==> config.mk <==
export PLATFORM = sky130hd
export DESIGN_NAME = smia_arbiter
export DESIGN_NICKNAME = d
export VERILOG_FILES = /design/src/smia_addr_map.v /design/src/smia_arbiter.v
export VERILOG_INCLUDE_DIRS = /design/src
export SDC_FILE = /design/constraint.sdc
export NUM_CORES = 1
export LEC_CHECK = 0
export BUFFER_PORTS_ARGS = -buffer_cell sky130_fd_sc_hd__buf_2
export CAP_MARGIN = 20
export CORE_AREA = 5 5 201 144
export CTS_CLUSTER_SIZE = 8
export DETAILED_ROUTE_END_ITERATION = 7
export DIE_AREA = 0 0 206 149
export GPL_TIMING_DRIVEN = 1
export RECOVER_POWER = 100
export SLEW_MARGIN = 20
export SYNTH_ARGS = -nofsm -noshare
export SYNTH_HDL_FRONTEND = slang
export SYNTH_HIERARCHICAL = 1
export SYNTH_SLANG_ARGS = --single-unit
==> constraint.sdc <==
create_clock -name clk -period 4.45 [get_ports clk]
set_input_delay 0.2225 -clock clk [delete_from_list [all_inputs] [get_ports clk]]
set_output_delay 0.2225 -clock clk [all_outputs]
set_load 0.02 [all_outputs]
==> src/smia_defs.vh <==
// Constants for the shared memory interface and bus arbiter
`ifndef SMIA_DEFS_VH
`define SMIA_DEFS_VH

// Memory organisations selectable by software
`define SMIA_KIND_SRAM128 3'h0
`define SMIA_KIND_SRAM512 3'h1
`define SMIA_KIND_DRAM256 3'h2
`define SMIA_KIND_DRAM1M 3'h3
`define SMIA_KIND_DRAM4M 3'h4

// Processor address fields
`define SMIA_A_BYTE 0
`define SMIA_A_CE_LO 18
`define SMIA_A_CE_HI 19
`define SMIA_SRAM128_WORD 17:1
`define SMIA_SRAM512_WORD 19:1
`define SMIA_D256_RAS_LO 19
`define SMIA_D256_RAS_HI 20
`define SMIA_D256_ROW 18:10
`define SMIA_D256_COL 9:1
`define SMIA_D1M_RAS_LO 20
`define SMIA_D1M_RAS_HI 22
`define SMIA_D1M_ROW 20:11
`define SMIA_D1M_COL 10:1
`define SMIA_D4M_RAS 23
`define SMIA_D4M_ROW 22:12
`define SMIA_D4M_COL 11:1

// Requester slots, highest priority first
`define SMIA_RQ_RX 0
`define SMIA_RQ_CPU 1
`define SMIA_RQ_TX 2
`define SMIA_RQ_IC 3
`define SMIA_RQ_REF 4
`define SMIA_RQ_N 5

// Timing
`define SMIA_CLK_PERIOD_NS 20
`define SMIA_TOKEN_PULSE_NS 30
`define SMIA_MIN_DRAM_LEN 4'h2
// Strap is only trusted once it has crossed both sync stages
`define SMIA_INIT_DONE 2'h3

`endif

==> src/smia_addr_map.v <==
// Address decoder: chip enables, row/column strobes and address split
`include "smia_defs.vh"

module smia_addr_map (
  // Request
  input wire [23:0] addr,
  input wire [2:0] kind,
  input wire byte_xfer,
  // Decoded selects
  output reg [7:0] ce_n,
  output reg [3:0] ras_n,
  output reg [1:0] cas_n,
  // Address parts
  output reg [18:0] word_addr,
  output reg [10:0] row,
  output reg [10:0] col
);

  function [7:0] dec8;
    input [2:0] idx;
    begin
      dec8 = ~(8'h01 << idx);
    end
  endfunction

  function [3:0] dec4;
    input [1:0] idx;
    begin
      dec4 = ~(4'h1 << idx);
    end
  endfunction

  wire a0;
  assign a0 = addr[`SMIA_A_BYTE];

  always @* begin
    ce_n = 8'hff;
    ras_n = 4'hf;
    cas_n = 2'h3;
    word_addr = 19'h0;
    row = 11'h0;
    col = 11'h0;
    case (kind)
      `SMIA_KIND_SRAM128: begin
        ce_n = dec8({addr[`SMIA_A_CE_HI], addr[`SMIA_A_CE_LO], a0}); // RULE_03 RULE_04
        word_addr = {2'h0, addr[`SMIA_SRAM128_WORD]}; // RULE_05
      end
      `SMIA_KIND_SRAM512: begin
        ce_n = dec8({2'h0, a0}); // RULE_06
        word_addr = addr[`SMIA_SRAM512_WORD]; // RULE_06
      end
      `SMIA_KIND_DRAM256: begin
        ras_n = dec4({addr[`SMIA_D256_RAS_HI], addr[`SMIA_D256_RAS_LO]}); // RULE_10
        row = {2'h0, addr[`SMIA_D256_ROW]}; // RULE_10
        col = {2'h0, addr[`SMIA_D256_COL]};
      end
      `SMIA_KIND_DRAM1M: begin
        ras_n = dec4({addr[`SMIA_D1M_RAS_HI], addr[`SMIA_D1M_RAS_LO]}); // RULE_11
        row = {1'h0, addr[`SMIA_D1M_ROW]}; // RULE_11
        col = {1'h0, addr[`SMIA_D1M_COL]};
      end
      `SMIA_KIND_DRAM4M: begin
        ras_n = dec4({1'b0, addr[`SMIA_D4M_RAS]}); // RULE_12
        row = addr[`SMIA_D4M_ROW]; // RULE_12
        col = addr[`SMIA_D4M_COL];
      end
      default: begin
        ce_n = 8'hff;
      end
    endcase
    // One column strobe per byte, both for a word
    if (byte_xfer) begin
      cas_n = a0 ? 2'h1 : 2'h2; // RULE_08
    end else begin
      cas_n = 2'h0; // RULE_08
    end
  end

endmodule // smia_addr_map

==> src/smia_arbiter.v <==
// Shared memory arbiter, SRAM/DRAM cycle engine and token ring handling
// Functional notes
// (RULE_01) Cycle length is p clocks, per type; DRAM and refresh cycles are held to at least 2 clocks
// (RULE_02) SRAM space is 1 Mbyte, 16-bit words
// (RULE_03) SRAM: one of eight enables from A19,A18,A0
// (RULE_04) Enables pick upper or lower byte
// (RULE_05) 128K SRAM: address lines from A1..A17
// (RULE_06) 512K SRAM: A1..A19, enables by A0
// (RULE_07) DRAM 16 Mbyte, 11 lines, 4 RAS, 2 CAS
// (RULE_08) One RAS per bank; CAS by A0 or both
// (RULE_09) Programmable RAS-only refresh over all rows
// (RULE_10) 256K DRAM: RAS by A20,A19; 9+9 bits
// (RULE_11) 1M DRAM: RAS by A22,A20; 10+10 bits
// (RULE_12) 4M DRAM: RAS by A23; 11+11 bits
// (RULE_13) Priority: rx, cpu, tx, interrupt, refresh
// (RULE_14) Token ring shares memory between chained devices
// (RULE_15) Pass token with 30 ns output pulse
// (RULE_16) Processor uses memory select for memory
// (RULE_17) Access memory only while holding token
// (RULE_18) A started cycle finishes before regrant
`include "smia_defs.vh"

module smia_arbiter (
  // Clock and reset
  input wire clk,
  input wire rst_b,
  // Configuration from the register block
  input wire [2:0] mem_kind,
  input wire [3:0] sram_cycle_len,
  input wire [3:0] dram_cycle_len,
  input wire [11:0] refresh_period,
  input wire chain_enable,
  // Receive DMA
  input wire rx_req,
  input wire [23:0] rx_addr,
  input wire rx_byte,
  input wire rx_write,
  output wire rx_done,
  // Transmit DMA
  input wire tx_req,
  input wire [23:0] tx_addr,
  input wire tx_byte,
  input wire tx_write,
  output wire tx_done,
  // Interrupt controller
  input wire ic_req,
  input wire [23:0] ic_addr,
  input wire ic_byte,
  input wire ic_write,
  output wire ic_done,
  // Processor pins
  input wire memory_select_n,
  input wire [23:0] cpu_addr,
  input wire cpu_byte,
  input wire cpu_write,
  output wire cpu_ready,
  // Memory pins
  output wire [7:0] chip_enable_n,
  output wire [3:0] row_strobe_n,
  output wire [1:0] column_strobe_n,
  output wire [18:0] memory_address_bus,
  output wire mem_write_n,
  // Token ring pins
  input wire token_in,
  input wire token_first,
  output wire token_out
);

  localparam ST_IDLE = 5'h01;
  localparam ST_SRAM = 5'h02;
  localparam ST_ROW = 5'h04;
  localparam ST_COL = 5'h08;
  // Refresh shares the single-phase end path but needs its own code
  localparam ST_RCYC = 5'h10;

  // Token pulse is a least time: round up to whole clocks
  localparam integer TOKEN_CYC_I = (`SMIA_TOKEN_PULSE_NS +
    `SMIA_CLK_PERIOD_NS - 1) / `SMIA_CLK_PERIOD_NS;
  localparam [1:0] TOKEN_CYC = TOKEN_CYC_I[1:0];

  function [`SMIA_RQ_N-1:0] pick;
    input [`SMIA_RQ_N-1:0] pend;
    begin
      pick = pend & (~pend + 5'h01);
    end
  endfunction

  function is_dram;
    input [2:0] kind;
    begin
      is_dram = (kind == `SMIA_KIND_DRAM256) ||
        (kind == `SMIA_KIND_DRAM1M) || (kind == `SMIA_KIND_DRAM4M);
    end
  endfunction

  ////////////////////////////////////////////////////////////////////////
  // Pin synchronisers

  reg [1:0] sel_sync_q;
  reg [1:0] tin_sync_q;
  reg [1:0] tfirst_sync_q;
  reg tin_last_q;
  reg [23:0] caddr_s1_q, caddr_q;
  reg [1:0] cctl_s1_q, cctl_q;

  always @(posedge clk or negedge rst_b) begin
    if (!rst_b) begin
      sel_sync_q <= 2'h3;
      tin_sync_q <= 2'h0;
      tfirst_sync_q <= 2'h0;
      tin_last_q <= 1'b0;
      caddr_s1_q <= 24'h0;
      caddr_q <= 24'h0;
      cctl_s1_q <= 2'h0;
      cctl_q <= 2'h0;
    end else begin
      sel_sync_q <= {sel_sync_q[0], memory_select_n};
      tin_sync_q <= {tin_sync_q[0], token_in};
      tfirst_sync_q <= {tfirst_sync_q[0], token_first};
      tin_last_q <= tin_sync_q[1];
      caddr_s1_q <= cpu_addr;
      caddr_q <= caddr_s1_q;
      cctl_s1_q <= {cpu_byte, cpu_write};
      cctl_q <= cctl_s1_q;
    end
  end

  wire cpu_sel;
  wire tin_rise;
  assign cpu_sel = ~sel_sync_q[1]; // RULE_16
  assign tin_rise = tin_sync_q[1] & ~tin_last_q;

  ////////////////////////////////////////////////////////////////////////
  // Request selection

  reg [4:0] state_q;
  reg [3:0] cnt_q;
  reg [`SMIA_RQ_N-1:0] grant_q;
  reg [`SMIA_RQ_N-1:0] done_q;
  reg cpu_served_q;
  reg ref_pend_q;
  reg [11:0] ref_cnt_q;
  reg [10:0] ref_row_q;
  reg hold_q;
  reg [1:0] init_q;
  reg [1:0] tok_cnt_q;
  reg token_out_q;
  reg [7:0] ce_n_q;
  reg [3:0] ras_n_q;
  reg [1:0] cas_n_q;
  reg [1:0] cas_pat_q;
  reg [18:0] addr_q;
  reg [10:0] col_q;
  reg we_n_q;

  wire [`SMIA_RQ_N-1:0] pend;
  wire [`SMIA_RQ_N-1:0] win;
  assign pend = {ref_pend_q, ic_req, tx_req,
    cpu_sel & ~cpu_served_q, rx_req};
  assign win = pick(pend); // RULE_13

  reg [23:0] sel_addr;
  reg sel_byte;
  reg sel_write;
  always @* begin
    sel_addr = rx_addr;
    sel_byte = rx_byte;
    sel_write = rx_write;
    if (win[`SMIA_RQ_CPU]) begin
      sel_addr = caddr_q;
      sel_byte = cctl_q[1];
      sel_write = cctl_q[0];
    end else if (win[`SMIA_RQ_TX]) begin
      sel_addr = tx_addr;
      sel_byte = tx_byte;
      sel_write = tx_write;
    end else if (win[`SMIA_RQ_IC]) begin
      sel_addr = ic_addr;
      sel_byte = ic_byte;
      sel_write = ic_write;
    end
  end

  wire [7:0] map_ce_n;
  wire [3:0] map_ras_n;
  wire [1:0] map_cas_n;
  wire [18:0] map_word;
  wire [10:0] map_row;
  wire [10:0] map_col;

  smia_addr_map smia_addr_map_i (
    .addr(sel_addr),
    .kind(mem_kind),
    .byte_xfer(sel_byte),
    .ce_n(map_ce_n),
    .ras_n(map_ras_n),
    .cas_n(map_cas_n),
    .word_addr(map_word),
    .row(map_row),
    .col(map_col)
  );

  wire dram;
  wire may_go;
  wire init_done;
  wire [3:0] dlen;
  assign dram = is_dram(mem_kind);
  assign init_done = (init_q == `SMIA_INIT_DONE);
  assign may_go = ~chain_enable | hold_q; // RULE_17
  // Row phase takes one clock, so a DRAM cycle is never below two
  assign dlen = (dram_cycle_len < `SMIA_MIN_DRAM_LEN) ?
    `SMIA_MIN_DRAM_LEN : dram_cycle_len;

  ////////////////////////////////////////////////////////////////////////
  // Refresh timer; the tick wins over the grant that clears it

  wire ref_tick;
  wire ref_take;
  // At or past the period, so a lowered period acts without a wrap
  assign ref_tick = dram && (ref_cnt_q >= refresh_period);
  assign ref_take = (state_q == ST_IDLE) && init_done && may_go &&
    win[`SMIA_RQ_REF];

  always @(posedge clk or negedge rst_b) begin
    if (!rst_b) begin
      ref_cnt_q <= 12'h0;
      ref_pend_q <= 1'b0;
    end else begin
      ref_cnt_q <= ref_tick ? 12'h0 : ref_cnt_q + 12'h001; // RULE_09
      if (ref_tick) begin
        ref_pend_q <= 1'b1; // RULE_09
      end else if (ref_take) begin
        ref_pend_q <= 1'b0;
      end
    end
  end

  ////////////////////////////////////////////////////////////////////////
  // Cycle engine

  always @(posedge clk or negedge rst_b) begin
    if (!rst_b) begin
      state_q <= ST_IDLE;
      cnt_q <= 4'h0;
      grant_q <= 5'h00;
      done_q <= 5'h00;
      cpu_served_q <= 1'b0;
      ref_row_q <= 11'h0;
      hold_q <= 1'b0;
      init_q <= 2'h0;
      tok_cnt_q <= 2'h0;
      token_out_q <= 1'b0;
      ce_n_q <= 8'hff;
      ras_n_q <= 4'hf;
      cas_n_q <= 2'h3;
      cas_pat_q <= 2'h3;
      addr_q <= 19'h0;
      col_q <= 11'h0;
      we_n_q <= 1'b1;
    end else begin
      done_q <= 5'h00;
      if (!init_done) begin
        init_q <= init_q + 2'h1;
      end
      if (!cpu_sel) begin
        cpu_served_q <= 1'b0;
      end
      // First holder of the token is strapped, caught after release
      if (!init_done) begin
        hold_q <= tfirst_sync_q[1];
      end else if (tin_rise) begin
        hold_q <= 1'b1; // RULE_14 RULE_17
      end
      if (tok_cnt_q != 2'h0) begin
        tok_cnt_q <= tok_cnt_q - 2'h1;
        token_out_q <= 1'b1; // RULE_15
      end else begin
        token_out_q <= 1'b0;
      end
      case (state_q)
        ST_IDLE: begin
          if (init_done && may_go && (pend != 5'h00)) begin
            grant_q <= win;
            we_n_q <= ~sel_write;
            if (win[`SMIA_RQ_REF]) begin
              ras_n_q <= 4'h0; // RULE_09
              addr_q <= {8'h00, ref_row_q};
              ref_row_q <= ref_row_q + 11'h001; // RULE_09
              we_n_q <= 1'b1;
              cnt_q <= dlen; // RULE_01
              state_q <= ST_RCYC;
            end else if (dram) begin
              ras_n_q <= map_ras_n; // RULE_07 RULE_08
              addr_q <= {8'h00, map_row}; // RULE_07
              col_q <= map_col;
              cas_pat_q <= map_cas_n;
              cnt_q <= dlen; // RULE_01
              state_q <= ST_ROW;
            end else begin
              ce_n_q <= map_ce_n; // RULE_02 RULE_03
              addr_q <= map_word; // RULE_02
              cnt_q <= sram_cycle_len; // RULE_01
              state_q <= ST_SRAM;
            end
          end else if (init_done && chain_enable && hold_q &&
                       (pend == 5'h00) && !tin_rise) begin
            hold_q <= 1'b0; // RULE_14 RULE_15
            tok_cnt_q <= TOKEN_CYC; // RULE_15
          end
        end
        ST_ROW: begin
          addr_q <= {8'h00, col_q}; // RULE_07
          cas_n_q <= cas_pat_q; // RULE_08
          cnt_q <= cnt_q - 4'h1;
          state_q <= ST_COL;
        end
        ST_SRAM, ST_COL, ST_RCYC: begin
          // No new grant until this cycle has run out
          if (cnt_q <= 4'h1) begin
            ce_n_q <= 8'hff; // RULE_18
            ras_n_q <= 4'hf;
            cas_n_q <= 2'h3;
            we_n_q <= 1'b1;
            done_q <= grant_q & ~(5'h01 << `SMIA_RQ_REF);
            if (grant_q[`SMIA_RQ_CPU]) begin
              cpu_served_q <= 1'b1;
            end
            state_q <= ST_IDLE;
          end else begin
            cnt_q <= cnt_q - 4'h1; // RULE_18
          end
        end
        default: begin
          state_q <= ST_IDLE;
        end
      endcase
    end
  end

  assign rx_done = done_q[`SMIA_RQ_RX];
  assign cpu_ready = done_q[`SMIA_RQ_CPU];
  assign tx_done = done_q[`SMIA_RQ_TX];
  assign ic_done = done_q[`SMIA_RQ_IC];
  assign chip_enable_n = ce_n_q;
  assign row_strobe_n = ras_n_q;
  assign column_strobe_n = cas_n_q;
  assign memory_address_bus = addr_q;
  assign mem_write_n = we_n_q;
  assign token_out = token_out_q;

endmodule // smia_arbiter

# --- Word-level counts from Yosys, hierarchy flattened ---
# Cells that the tools add are included.
op_classes:
  n_shift: 5
  n_lt_le_gt_ge: 3
  n_eq_ne: 16
  n_mux: 66
  add_sub_neg: 6
  bitwise_logic: 16
  reduce_logical: 33
ops:
  columns: ["operator", "n"]
  rows:
  - ["$pmux 19 s2", 2]
  - ["$mux 24", 3]
  - ["$pmux 11 s3", 2]
  - ["$mux 19", 3]
  - ["$mux 4", 11]
  - ["$mux 8", 4]
  - ["$pmux 8 s2", 2]
  - ["$pmux 4 s3", 2]
  - ["$mux 1", 21]
  - ["$not 8->8", 2]
  - ["$mux 5", 3]
  - ["$pmux 5 s3", 1]
  - ["$mux 2", 7]
  - ["$add 12x1->12 const B", 1]
  - ["$ge 12x12->1", 1]
  - ["$mux 12", 1]
  - ["$not 4->4", 3]
  - ["$add 11x1->11 const B", 1]
  - ["$logic_and 1x1->1", 10]
  - ["$reduce_bool 2->1", 5]
  - ["$reduce_and 3->1", 3]
  - ["$ne 2x2->1 const B", 4]
  - ["$pmux 4 s2", 1]
  - ["$reduce_and 2->1", 4]
  - ["38 further kinds", 48]
totals:
  wordCells: 172
  inputBits: 136
  regBits: 154
  output_inout_bits: 39

# --- Depth between registers and ports, before layout ---
# Gate-level depths: netlist of run 1.
depth:
  word_depth: 15
  depth_mapped: 13
  mapped_depth_nobuf: 10

# --- Modules after synthesis ---
# The synthesis of run 1 kept the hierarchy.
by_module_without_submodules:
  columns: ["mod", "n_inst", "area_per_inst_um2", "cells_each"]
  rows:
  - ["smia_arbiter", 1, 7293.2, 661]
  - ["smia_addr_map", 1, 610.6, 97]

# --- Worst setup path after synthesis of run 1 ---
# Ideal clock, no wire load.
synth_path:
  path_kind: "register -> register"
  start: "register sel_sync_q[1]"
  end: "register addr_q[8] (netlist: memory_address_bus[8])"
  setup_ns: 0.082
  arrival_ns: 2.582
  slack_ns: 1.786
  n_path_buf: 3
  period_less_slack_ns: 2.664
  path_stages_with_launch: 14
  required_ns: 4.368
  cell_sequence: "dfstp_2 > o21ba_2 > and3_1 > buf_4 > buf_4 > mux2i_1 > a211oi_1 > a21o_1 > clkbuf_1 > a22oi_1 > o22ai_1 > mux2i_1 > a211o_1 > a31oi_1"
synth_between:
  elab_chain_len: 13
  elab_cells_between_ends: 18
  classes_between: "add/sub (1); eq/ne (1); mux (9); bitwise (4); reduce/logical (3)"
synth_lines:
  columns: ["element", "line_no", "rtl"]
  rows:
  - ["start: declaration", "smia_arbiter.v:99", "reg [1:0] sel_sync_q;"]
  - ["start signal: assignment", "smia_arbiter.v:117", "sel_sync_q <= {sel_sync_q[0], memory_select_n};"]
  - ["$not 1->1 *", "smia_arbiter.v:130", "assign cpu_sel = ~sel_sync_q[1];"]
  - ["$and 1x1->1 *", "smia_arbiter.v:159", "cpu_sel & ~cpu_served_q, rx_req};"]
  - ["$not 5->5", "smia_arbiter.v:84", "pick = pend & (~pend + 5'h01);"]
  - ["$add 5x1->5", "smia_arbiter.v:84", null]
  - ["$and 5x5->5 *", "smia_arbiter.v:84", null]
  - ["$mux 24", "smia_arbiter.v:177", "end else if (win[`SMIA_RQ_IC]) begin"]
  - ["$mux 24", "smia_arbiter.v:173", "end else if (win[`SMIA_RQ_TX]) begin"]
  - ["$mux 24 *", "smia_arbiter.v:169", "if (win[`SMIA_RQ_CPU]) begin"]
  - ["named net sel_addr[18]", "smia_arbiter.v:162", "reg [23:0] sel_addr;"]
  - ["$pmux 11 s3 *", "smia_addr_map.v:43", "case (kind)"]
  - ["named net map_row[8]", "smia_arbiter.v:188", "wire [10:0] map_row;"]
  - ["$mux 19 *", "smia_arbiter.v:292", "end else if (dram) begin"]
  - ["$mux 19 *", "smia_arbiter.v:285", "if (win[`SMIA_RQ_REF]) begin"]
  - ["$mux 19 *", "smia_arbiter.v:282", "if (init_done && may_go && (pend != 5'h00)) begin"]
  - ["$pmux 19 s2 *", "smia_arbiter.v:280", "case (state_q)"]
  - ["end signal: assignment", "smia_arbiter.v:287", "addr_q <= {8'h00, ref_row_q};"]
  - ["end signal: assignment", "smia_arbiter.v:294", "addr_q <= {8'h00, map_row};"]
  - ["end signal: assignment", "smia_arbiter.v:301", "addr_q <= map_word;"]
  - ["end: declaration", "smia_arbiter.v:152", "reg [18:0] addr_q;"]
# The timed path passes the listed nets; every way through them passes the cells marked *. The select of a mux whose other input is x is not followed.
# A chain may end at the register's enable or synchronous reset.

# --- Worst setup path after layout of run 1 ---
layout_path:
  start: "register sel_sync_q[1]"
  end: "register ras_n_q[0] (netlist: row_strobe_n[0])"
layout_between:
  elab_chain_len: 15
  elab_cells_between_ends: 24
  classes_between: "add/sub (1); eq/ne (2); shift (3); mux (8); bitwise (7); reduce/logical (3)"
layout_lines:
  columns: ["element", "line_no", "rtl"]
  rows:
  - ["$not 1->1 *", "smia_arbiter.v:130", null]
  - ["$and 1x1->1 *", "smia_arbiter.v:159", null]
  - ["$not 5->5", "smia_arbiter.v:84", null]
  - ["$add 5x1->5", "smia_arbiter.v:84", null]
  - ["$and 5x5->5 *", "smia_arbiter.v:84", null]
  - ["$mux 24", "smia_arbiter.v:177", null]
  - ["$mux 24", "smia_arbiter.v:173", null]
  - ["$mux 24 *", "smia_arbiter.v:169", null]
  - ["named net sel_addr[22]", "smia_arbiter.v:162", null]
  - ["$shl 1x2->4 *", "smia_addr_map.v:29", "dec4 = ~(4'h1 << idx);"]
  - ["$not 4->4 *", "smia_addr_map.v:29", null]
  - ["$pmux 4 s3 *", "smia_addr_map.v:43", null]
  - ["named net map_ras_n[0]", "smia_arbiter.v:185", "wire [3:0] map_ras_n;"]
  - ["$mux 4 *", "smia_arbiter.v:292", null]
  - ["$mux 4 *", "smia_arbiter.v:285", null]
  - ["$mux 4 *", "smia_arbiter.v:282", null]
  - ["$pmux 4 s2 *", "smia_arbiter.v:280", null]
  - ["end signal: assignment", "smia_arbiter.v:293", "ras_n_q <= map_ras_n;"]
  - ["end: declaration", "smia_arbiter.v:149", "reg [3:0] ras_n_q;"]
# Marks and branches as above.

==> results of run 1 <==
[cells by family (layout without fill, tap and decap cells)]
kind of cell | Yosys count | after routing | share of synthesized area, %
buf+inv | 85 | 287 | 4.57
xor+xnor | 23 | 23 | 2.55
mux | 70 | 70 | 9.75
fa+ha+maj | 17 | 17 | 2.69
simple gates | 234 | 234 | 15.6
compound gates | 175 | 175 | 15.8
flops | 154 | 154 | 49.1
[Yosys cell counts (9+ instances only)]
cell type	count
a211o_1	11
a211oi_1	26
a21o_1	32
a21oi_1	19
a22oi_1	10
a31oi_1	15
and2_1	24
and3_1	14
clkbuf_1	28
dfrtp_1	134
dfstp_2	20
ha_1	17
inv_1	43
mux2_2	9
mux2_4	9
mux2i_1	50
nand2_1	38
nand3_1	20
nor2_1	74
nor2b_1	12
nor3_1	10
o21ai_0	26
o2bb2ai_1	9
xor2_1	15
[through the flow]
step	hold slack (ns)	worst slack [ns]	std cells
final	0.103	0.981	1324
after global routing	0.117	0.623	1324
after CTS	0.0893	1.09	1324
after detailed placement	0.290	1.14	1262
after global placement	0.291	1.19	1262
after floorplan	-0.0731	1.79	758
[worst max-delay path, stage by stage (launching register included)]
cell and delay, ns:
dfstp_1 0.56, o21ba_1 0.24, and3_2 0.67, clkbuf_1 0.51, mux2i_1 0.25, a211oi_1 0.10
a21o_1 0.25, nand2_1 0.09, o21ai_0 0.13, o32a_1 0.33, a21oi_1 0.13, mux2i_1 0.10
[worst paths after layout]
| kind | endpoint | slack (ns) | cells past startpoint |
|---|---|---|---|
| hold reg to reg | caddr_q[17]$_DFF_PN0_ | 0.35 | 0 |
| setup / recovery | row_strobe_n[0]$_DFFE_PN1P_ | 0.98 | 11 |
| min in group asynchronous | ref_cnt_q[11]$_DFF_PN0_ | 0.40 | 2 |
| setup reg to reg | row_strobe_n[0]$_DFFE_PN1P_ | 0.98 | 11 |
| hold / removal | grant_q[0]$_DFFE_PN0N_ | 0.10 | 2 |
| max in group asynchronous | cctl_s1_q[1]$_DFF_PN0_ | 1.34 | 3 |
[per-layer routing]
layer / share of wire, % / vias to the layer above
li1: - / 3056
met1: 50 / 2996
met2: 42 / 195
met3: 6.3 / 17
met4: 1.1 / 0
met5: 0 / -
[registers in the layout, indices dropped and copies added (netlist names), 2 cells and up]
name                cells
caddr_q                24
caddr_s1_q             24
cas_pat_q               2
cctl_q                  2
cctl_s1_q               2
chip_enable_n           8
cnt_q                   4
col_q                  11
column_strobe_n         2
done_q                  4
grant_q                 4
init_q                  2
memory_address_bus     19
ref_cnt_q              12
ref_row_q              11
row_strobe_n            4
sel_sync_q              2
state_q                 5
tfirst_sync_q           2
tin_sync_q              2
tok_cnt_q               2
[cell type report]
class / count / share of cell area, %
clock buffers: 18 / 4.42
clock inverters: 14 / 2.19
multi-input cells: 519 / 36.4
repair buffers: 212 / 11.7
inverters: 43 / 1.62
flip-flops and latches: 154 / 39.0
well taps: 364 / 4.58
[power by group]
group / total (W) / internal (W) / switching, W
Sequential: 0.00195 / 0.00172 / 0.000230
Clock: 0.00162 / 0.00101 / 0.000605
Combinational: 0.00158 / 0.000609 / 0.000968
[timing repair]
item	in CTS	in global routing
hold buffers	30	0
gates resized for setup	0	0
endpoints found under the hold margin	92	0
[layout by cell type, fill, tap and decap left out, types with 17 or more instances in the layout]
cell type	netlist	layout
a211oi_1	26	26
a21o_1	32	33
a21oi_1	19	19
buf_2	7	132
clkbuf_1	28	46
clkbuf_16	0	17
dfrtp_1	134	134
dfstp_2	20	19
dlygate4sd3_1	0	30
ha_1	17	17
inv_1	43	43
mux2i_1	50	50
nand2_1	38	38
nand3_1	20	20
nor2_1	74	74
o21ai_0	26	26
==> flow_metrics.tcl, run 1 <==
set metrics [dict create \
    yosysSeqAreaShare_pct 49.1 \
    slew_headroom_pct -60.8 \
    start_kind "register" \
    endpoint_kind "register" \
    grt_use_met1_pct 22.1 \
    rows 50 \
    synth_edf_count 0 \
    worstMarginPinSlew_ns 2.41 \
    syn_area_um2 7900 \
    yosys_warnings 6 \
    cts_made_buffers 17 \
    synth.top_cell.area_share_pct 42.4 \
    drtAntennaViolNets 0 \
    fin_crit_sh_pct 77.9 \
    syn_nets 911 \
    maxCapViolations 2 \
    yosys.cell_types.count 72 \
    wl_um 22600 \
    grt_overflow 0 \
    cp_max_fo 20 \
    area_growth_pct 25.8 \
    grt_antenna_before_repair 0 \
    run_status "finished, violations left" \
    hp-start "rx_req" \
    core_um2 26600 \
    grt_pass1_wl_um 35300 \
    p_leak_nw 4.79 \
    busiest_layer "met1" \
    n_fill_cell 2707 \
    clockBufferDepth 2 \
    vias_per_cell 4.73 \
    seq_area_um2 3880 \
    setup_viol 0 \
    min_period_ns 3.47 \
    cts_tree "done" \
    drt_drc_violations_left 0 \
    place_congestion 0.838 \
    fp.dieArea_um2 30700 \
    required_ns 4.79 \
    drt-wirelength-per-cell_um 17.1 \
    max_clock_freq_mhz 288 \
    post_cts_buffers 0 \
    tns_ns 0 \
    arrival_ns 3.81 \
    start_util_pct 29.7 \
    yosys-top-cells-area "dfrtp_1 42%, dfstp_2 6.6%, mux2i_1 6.3%" \
    dpl.hpwl_um 16900 \
    reg2reg_from "sel_sync_q[1]$_DFF_PN1_" \
    synthFlopType "dfrtp_1" \
    grt_pass1_vias 6193 \
    final_core_util_pct 37.4 \
    multi_input_area_um2 3620 \
    die_w_um 206 \
    power_density_nw_per_um2 517 \
    drt_first_iter_violations 495 \
    drt_first_pass_iters 5 \
    yosys_register_bits 154 \
    synth_top_area_cell "dfrtp_1" \
    drive_gt1_share_pct 23.0 \
    syn_inst 758 \
    dr_total_vias 6264 \
    nets 1100 \
    synthArstFlopShare_pct 100 \
    grt_max_degree 71 \
    clkTransAtPathRegs_ns 0.06 \
    die_y_um 149 \
    startpoint "sel_sync_q[1]$_DFF_PN1_" \
    path_class "register to register" \
    cts_root_buf "clkbuf_16" \
    met3_usage_pct 4.17 \
    synth.avg_cell_area_um2 10.4 \
    grt_usage_pct 14.8 \
    drv_slew 88 \
    hold_class "input port to register" \
    clock_sinks 154 \
    finalClockSkew_ns 0.0102 \
    finalHoldViolCount 0 \
    rsz0062_at_grt "false" \
    final_cell_area_um2 9940 \
    diodes 0 \
    clk_latency_ns 0.43 \
    pin_count 175 \
    violations "max-capacitance violations, max-slew violations" \
    ir_drop_mv 0.315 \
    port_buffers 174 \
    cts_htree_levels 4 \
    place_area_um2 9100 \
    use_met2_pct 20.9 \
    power_w 0.00514 \
]
Power figures use the tool's default switching activity.
==> inputs of run 2 (changes only) <==
==> constraint.sdc (replaced) <==
create_clock -name clk -period 3.3 [get_ports clk]
set_input_delay 0.165 -clock clk [delete_from_list [all_inputs] [get_ports clk]]
set_output_delay 0.165 -clock clk [all_outputs]
set_load 0.02 [all_outputs]
==> run 2 against run 1 <==
- the run still ends with max-capacitance violations, max-slew violations left
- combinational power grew 37%
- maximum frequency is 13% higher
- sequential share of layout area rose by 0.079 points
- power up 29%
- register-to-register slack worse by 0.74 ns
- largest cell class unchanged
- largest power group unchanged
==> flow_metrics.tcl, run 2 (synthesized netlist as in run 1, its figures left out) <==
set metrics [dict create \
    port_buffers 174 \
    place_congestion 0.835 \
    drt_first_iter_violations 367 \
    power_density_nw_per_um2 666 \
    tns_ns 0 \
    dpl.hpwl_um 17400 \
    drt-wirelength-per-cell_um 17.1 \
    max_clock_freq_mhz 327 \
    startpoint "sel_sync_q[1]$_DFF_PN1_" \
    die_y_um 149 \
    fin_crit_sh_pct 92.8 \
    seq_area_um2 3880 \
    n_fill_cell 2646 \
    grt_pass1_wl_um 35900 \
    core_um2 26600 \
    holdWs_ns 0.0227 \
    grt_usage_pct 14.9 \
    cts_made_buffers 17 \
    required_ns 3.65 \
    grt_max_degree 79 \
    place_area_um2 9180 \
    final_cell_area_um2 9920 \
    fp.dieArea_um2 30700 \
    violations "max-capacitance violations, max-slew violations" \
    drive_gt1_share_pct 23.6 \
    path_class "register to register" \
    finalHoldViolCount 0 \
    post_cts_buffers 0 \
    nets 1107 \
    die_w_um 206 \
    ir_drop_mv 0.360 \
    setup_viol 0 \
    cts_tree "done" \
    maxCapViolations 1 \
    clk_latency_ns 0.43 \
    run_status "finished, violations left" \
    arrival_ns 3.41 \
    dr_total_vias 6288 \
    crit_path_frequent_cell "mux2i_1" \
    cts_htree_levels 4 \
    drt_first_pass_iters 5 \
    drt_drc_violations_left 0 \
    start_util_pct 29.7 \
    hp-start "rx_req" \
    diodes 0 \
    layout_commonest_cell "dfrtp_1" \
    critical_path.max_stage_delay_ns 0.56 \
    slew_headroom_pct -33.2 \
    cp_max_fo 7 \
    crit_chain "o21ba_1 > and3_2 > buf_4 > clkbuf_1 > mux2i_1 > a211oi_1 > a21o_1 > and2_0 > mux2i_1 > a211o_1 > a31oi_1" \
    clkTransAtPathRegs_ns 0.06 \
    drv_slew 33 \
    drtAntennaViolNets 0 \
    reg2reg_from "sel_sync_q[1]$_DFF_PN1_" \
    clockBufferDepth 2 \
    vias_per_cell 4.72 \
    clock_sinks 154 \
    finalClockSkew_ns 0.00974 \
    area_growth_pct 25.5 \
    min_period_ns 3.06 \
    pin_count 175 \
    final_cell_mix "134 x dfrtp_1, 132 x buf_2, 74 x nor2_1, 50 x mux2i_1, 44 x clkbuf_1" \
    worstMarginPinSlew_ns 2.00 \
    grt_pass1_vias 6301 \
    cts_root_buf "clkbuf_16" \
    rsz0062_at_grt "false" \
    rows 50 \
    final_core_util_pct 37.3 \
    wl_um 22800 \
    endpoint_kind "register" \
    grt_antenna_before_repair 1 \
    ctsResizeCount 0 \
    start_kind "register" \
    multi_input_area_um2 3630 \
    p_leak_nw 4.80 \
    hold_class "input port to register" \
    grt_overflow 0 \
    crit_slowest_cell "dfstp_2" \
]
[run 2: cell types whose count changed in the layout (fill, tap and decap cells not counted), moves of 2 or more]
cell / before / now
buf_4: 3 / 9
bufinv_16: 5 / 0
mux2_2: 13 / 9
and2_0: 10 / 7
and2_1: 14 / 17
inv_6: 3 / 6
buf_12: 0 / 2
clkbuf_1: 46 / 44
mux2_1: 5 / 7
mux2_4: 1 / 3
[run 2: critical path: cells and delay by family (launching register included)]
kind | cells | cell delay (ns)
mux | 2 | 0.21
compound gates | 5 | 1.13
buf+inv | 2 | 0.59
flops | 1 | 0.56
simple gates | 2 | 0.49
[run 2: final timing paths]
check                                                         end  slack (ns)  depth (start not counted)
worst max-delay path            memory_address_bus[6]$_DFFE_PN0P_        0.24                         11
worst min-delay path                       grant_q[0]$_DFFE_PN0N_        0.02                          2
worst max register to register  memory_address_bus[6]$_DFFE_PN0P_        0.24                         11
worst min register to register              caddr_q[23]$_DFF_PN0_        0.35                          0
max in group asynchronous                   caddr_q[12]$_DFF_PN0_        0.75                          3
min in group asynchronous                    cnt_q[2]$_DFFE_PN0P_        0.87                          2
[run 2: layout make-up]
class                   count  share of cell area, %
flip-flops and latches    154                   39.1
clock buffers              18                   4.43
clock inverters            14                   1.11
well taps                 364                   4.59
multi-input cells         519                   36.6
repair buffers            219                   12.6
inverters                  43                   1.63
[run 2: per-stage QoR]
stage / total power [W] / instances / setup WS, ns
2_1_floorplan: 0.00415 / 758 / 0.636
3_3_place_gp: 0.00484 / 1269 / 0.453
3_5_place_dp: 0.00488 / 1269 / 0.406
4_1_cts: 0.00677 / 1331 / 0.377
5_1_grt: 0.00704 / 1331 / 0.0796
6_report: 0.00661 / 1331 / 0.239
[run 2: what timing repair did]
item,4_1_cts,5_1_grt
endpoints found under the setup margin,0,0
hold buffers,30,0
hold endpoints to repair,60,0
[run 2: power breakdown]
part	internal [W]	switching [W]
sequential	0.00231	0.000304
clock	0.000997	0.000832
combinational	0.000834	0.00133
total	0.00414	0.00247
[run 2: metal layers]
| layer | track usage, % | vias to the layer above | wire [um] |
|---|---|---|---|
| met3 | 4.15 | 17 | 1280 |
| met5 | 0 | - | 20 |
| li1 | - | 3063 | - |
| met2 | 21.0 | 157 | 9560 |
| met4 | 2.83 | 2 | 218 |
| met1 | 22.9 | 3049 | 11700 |
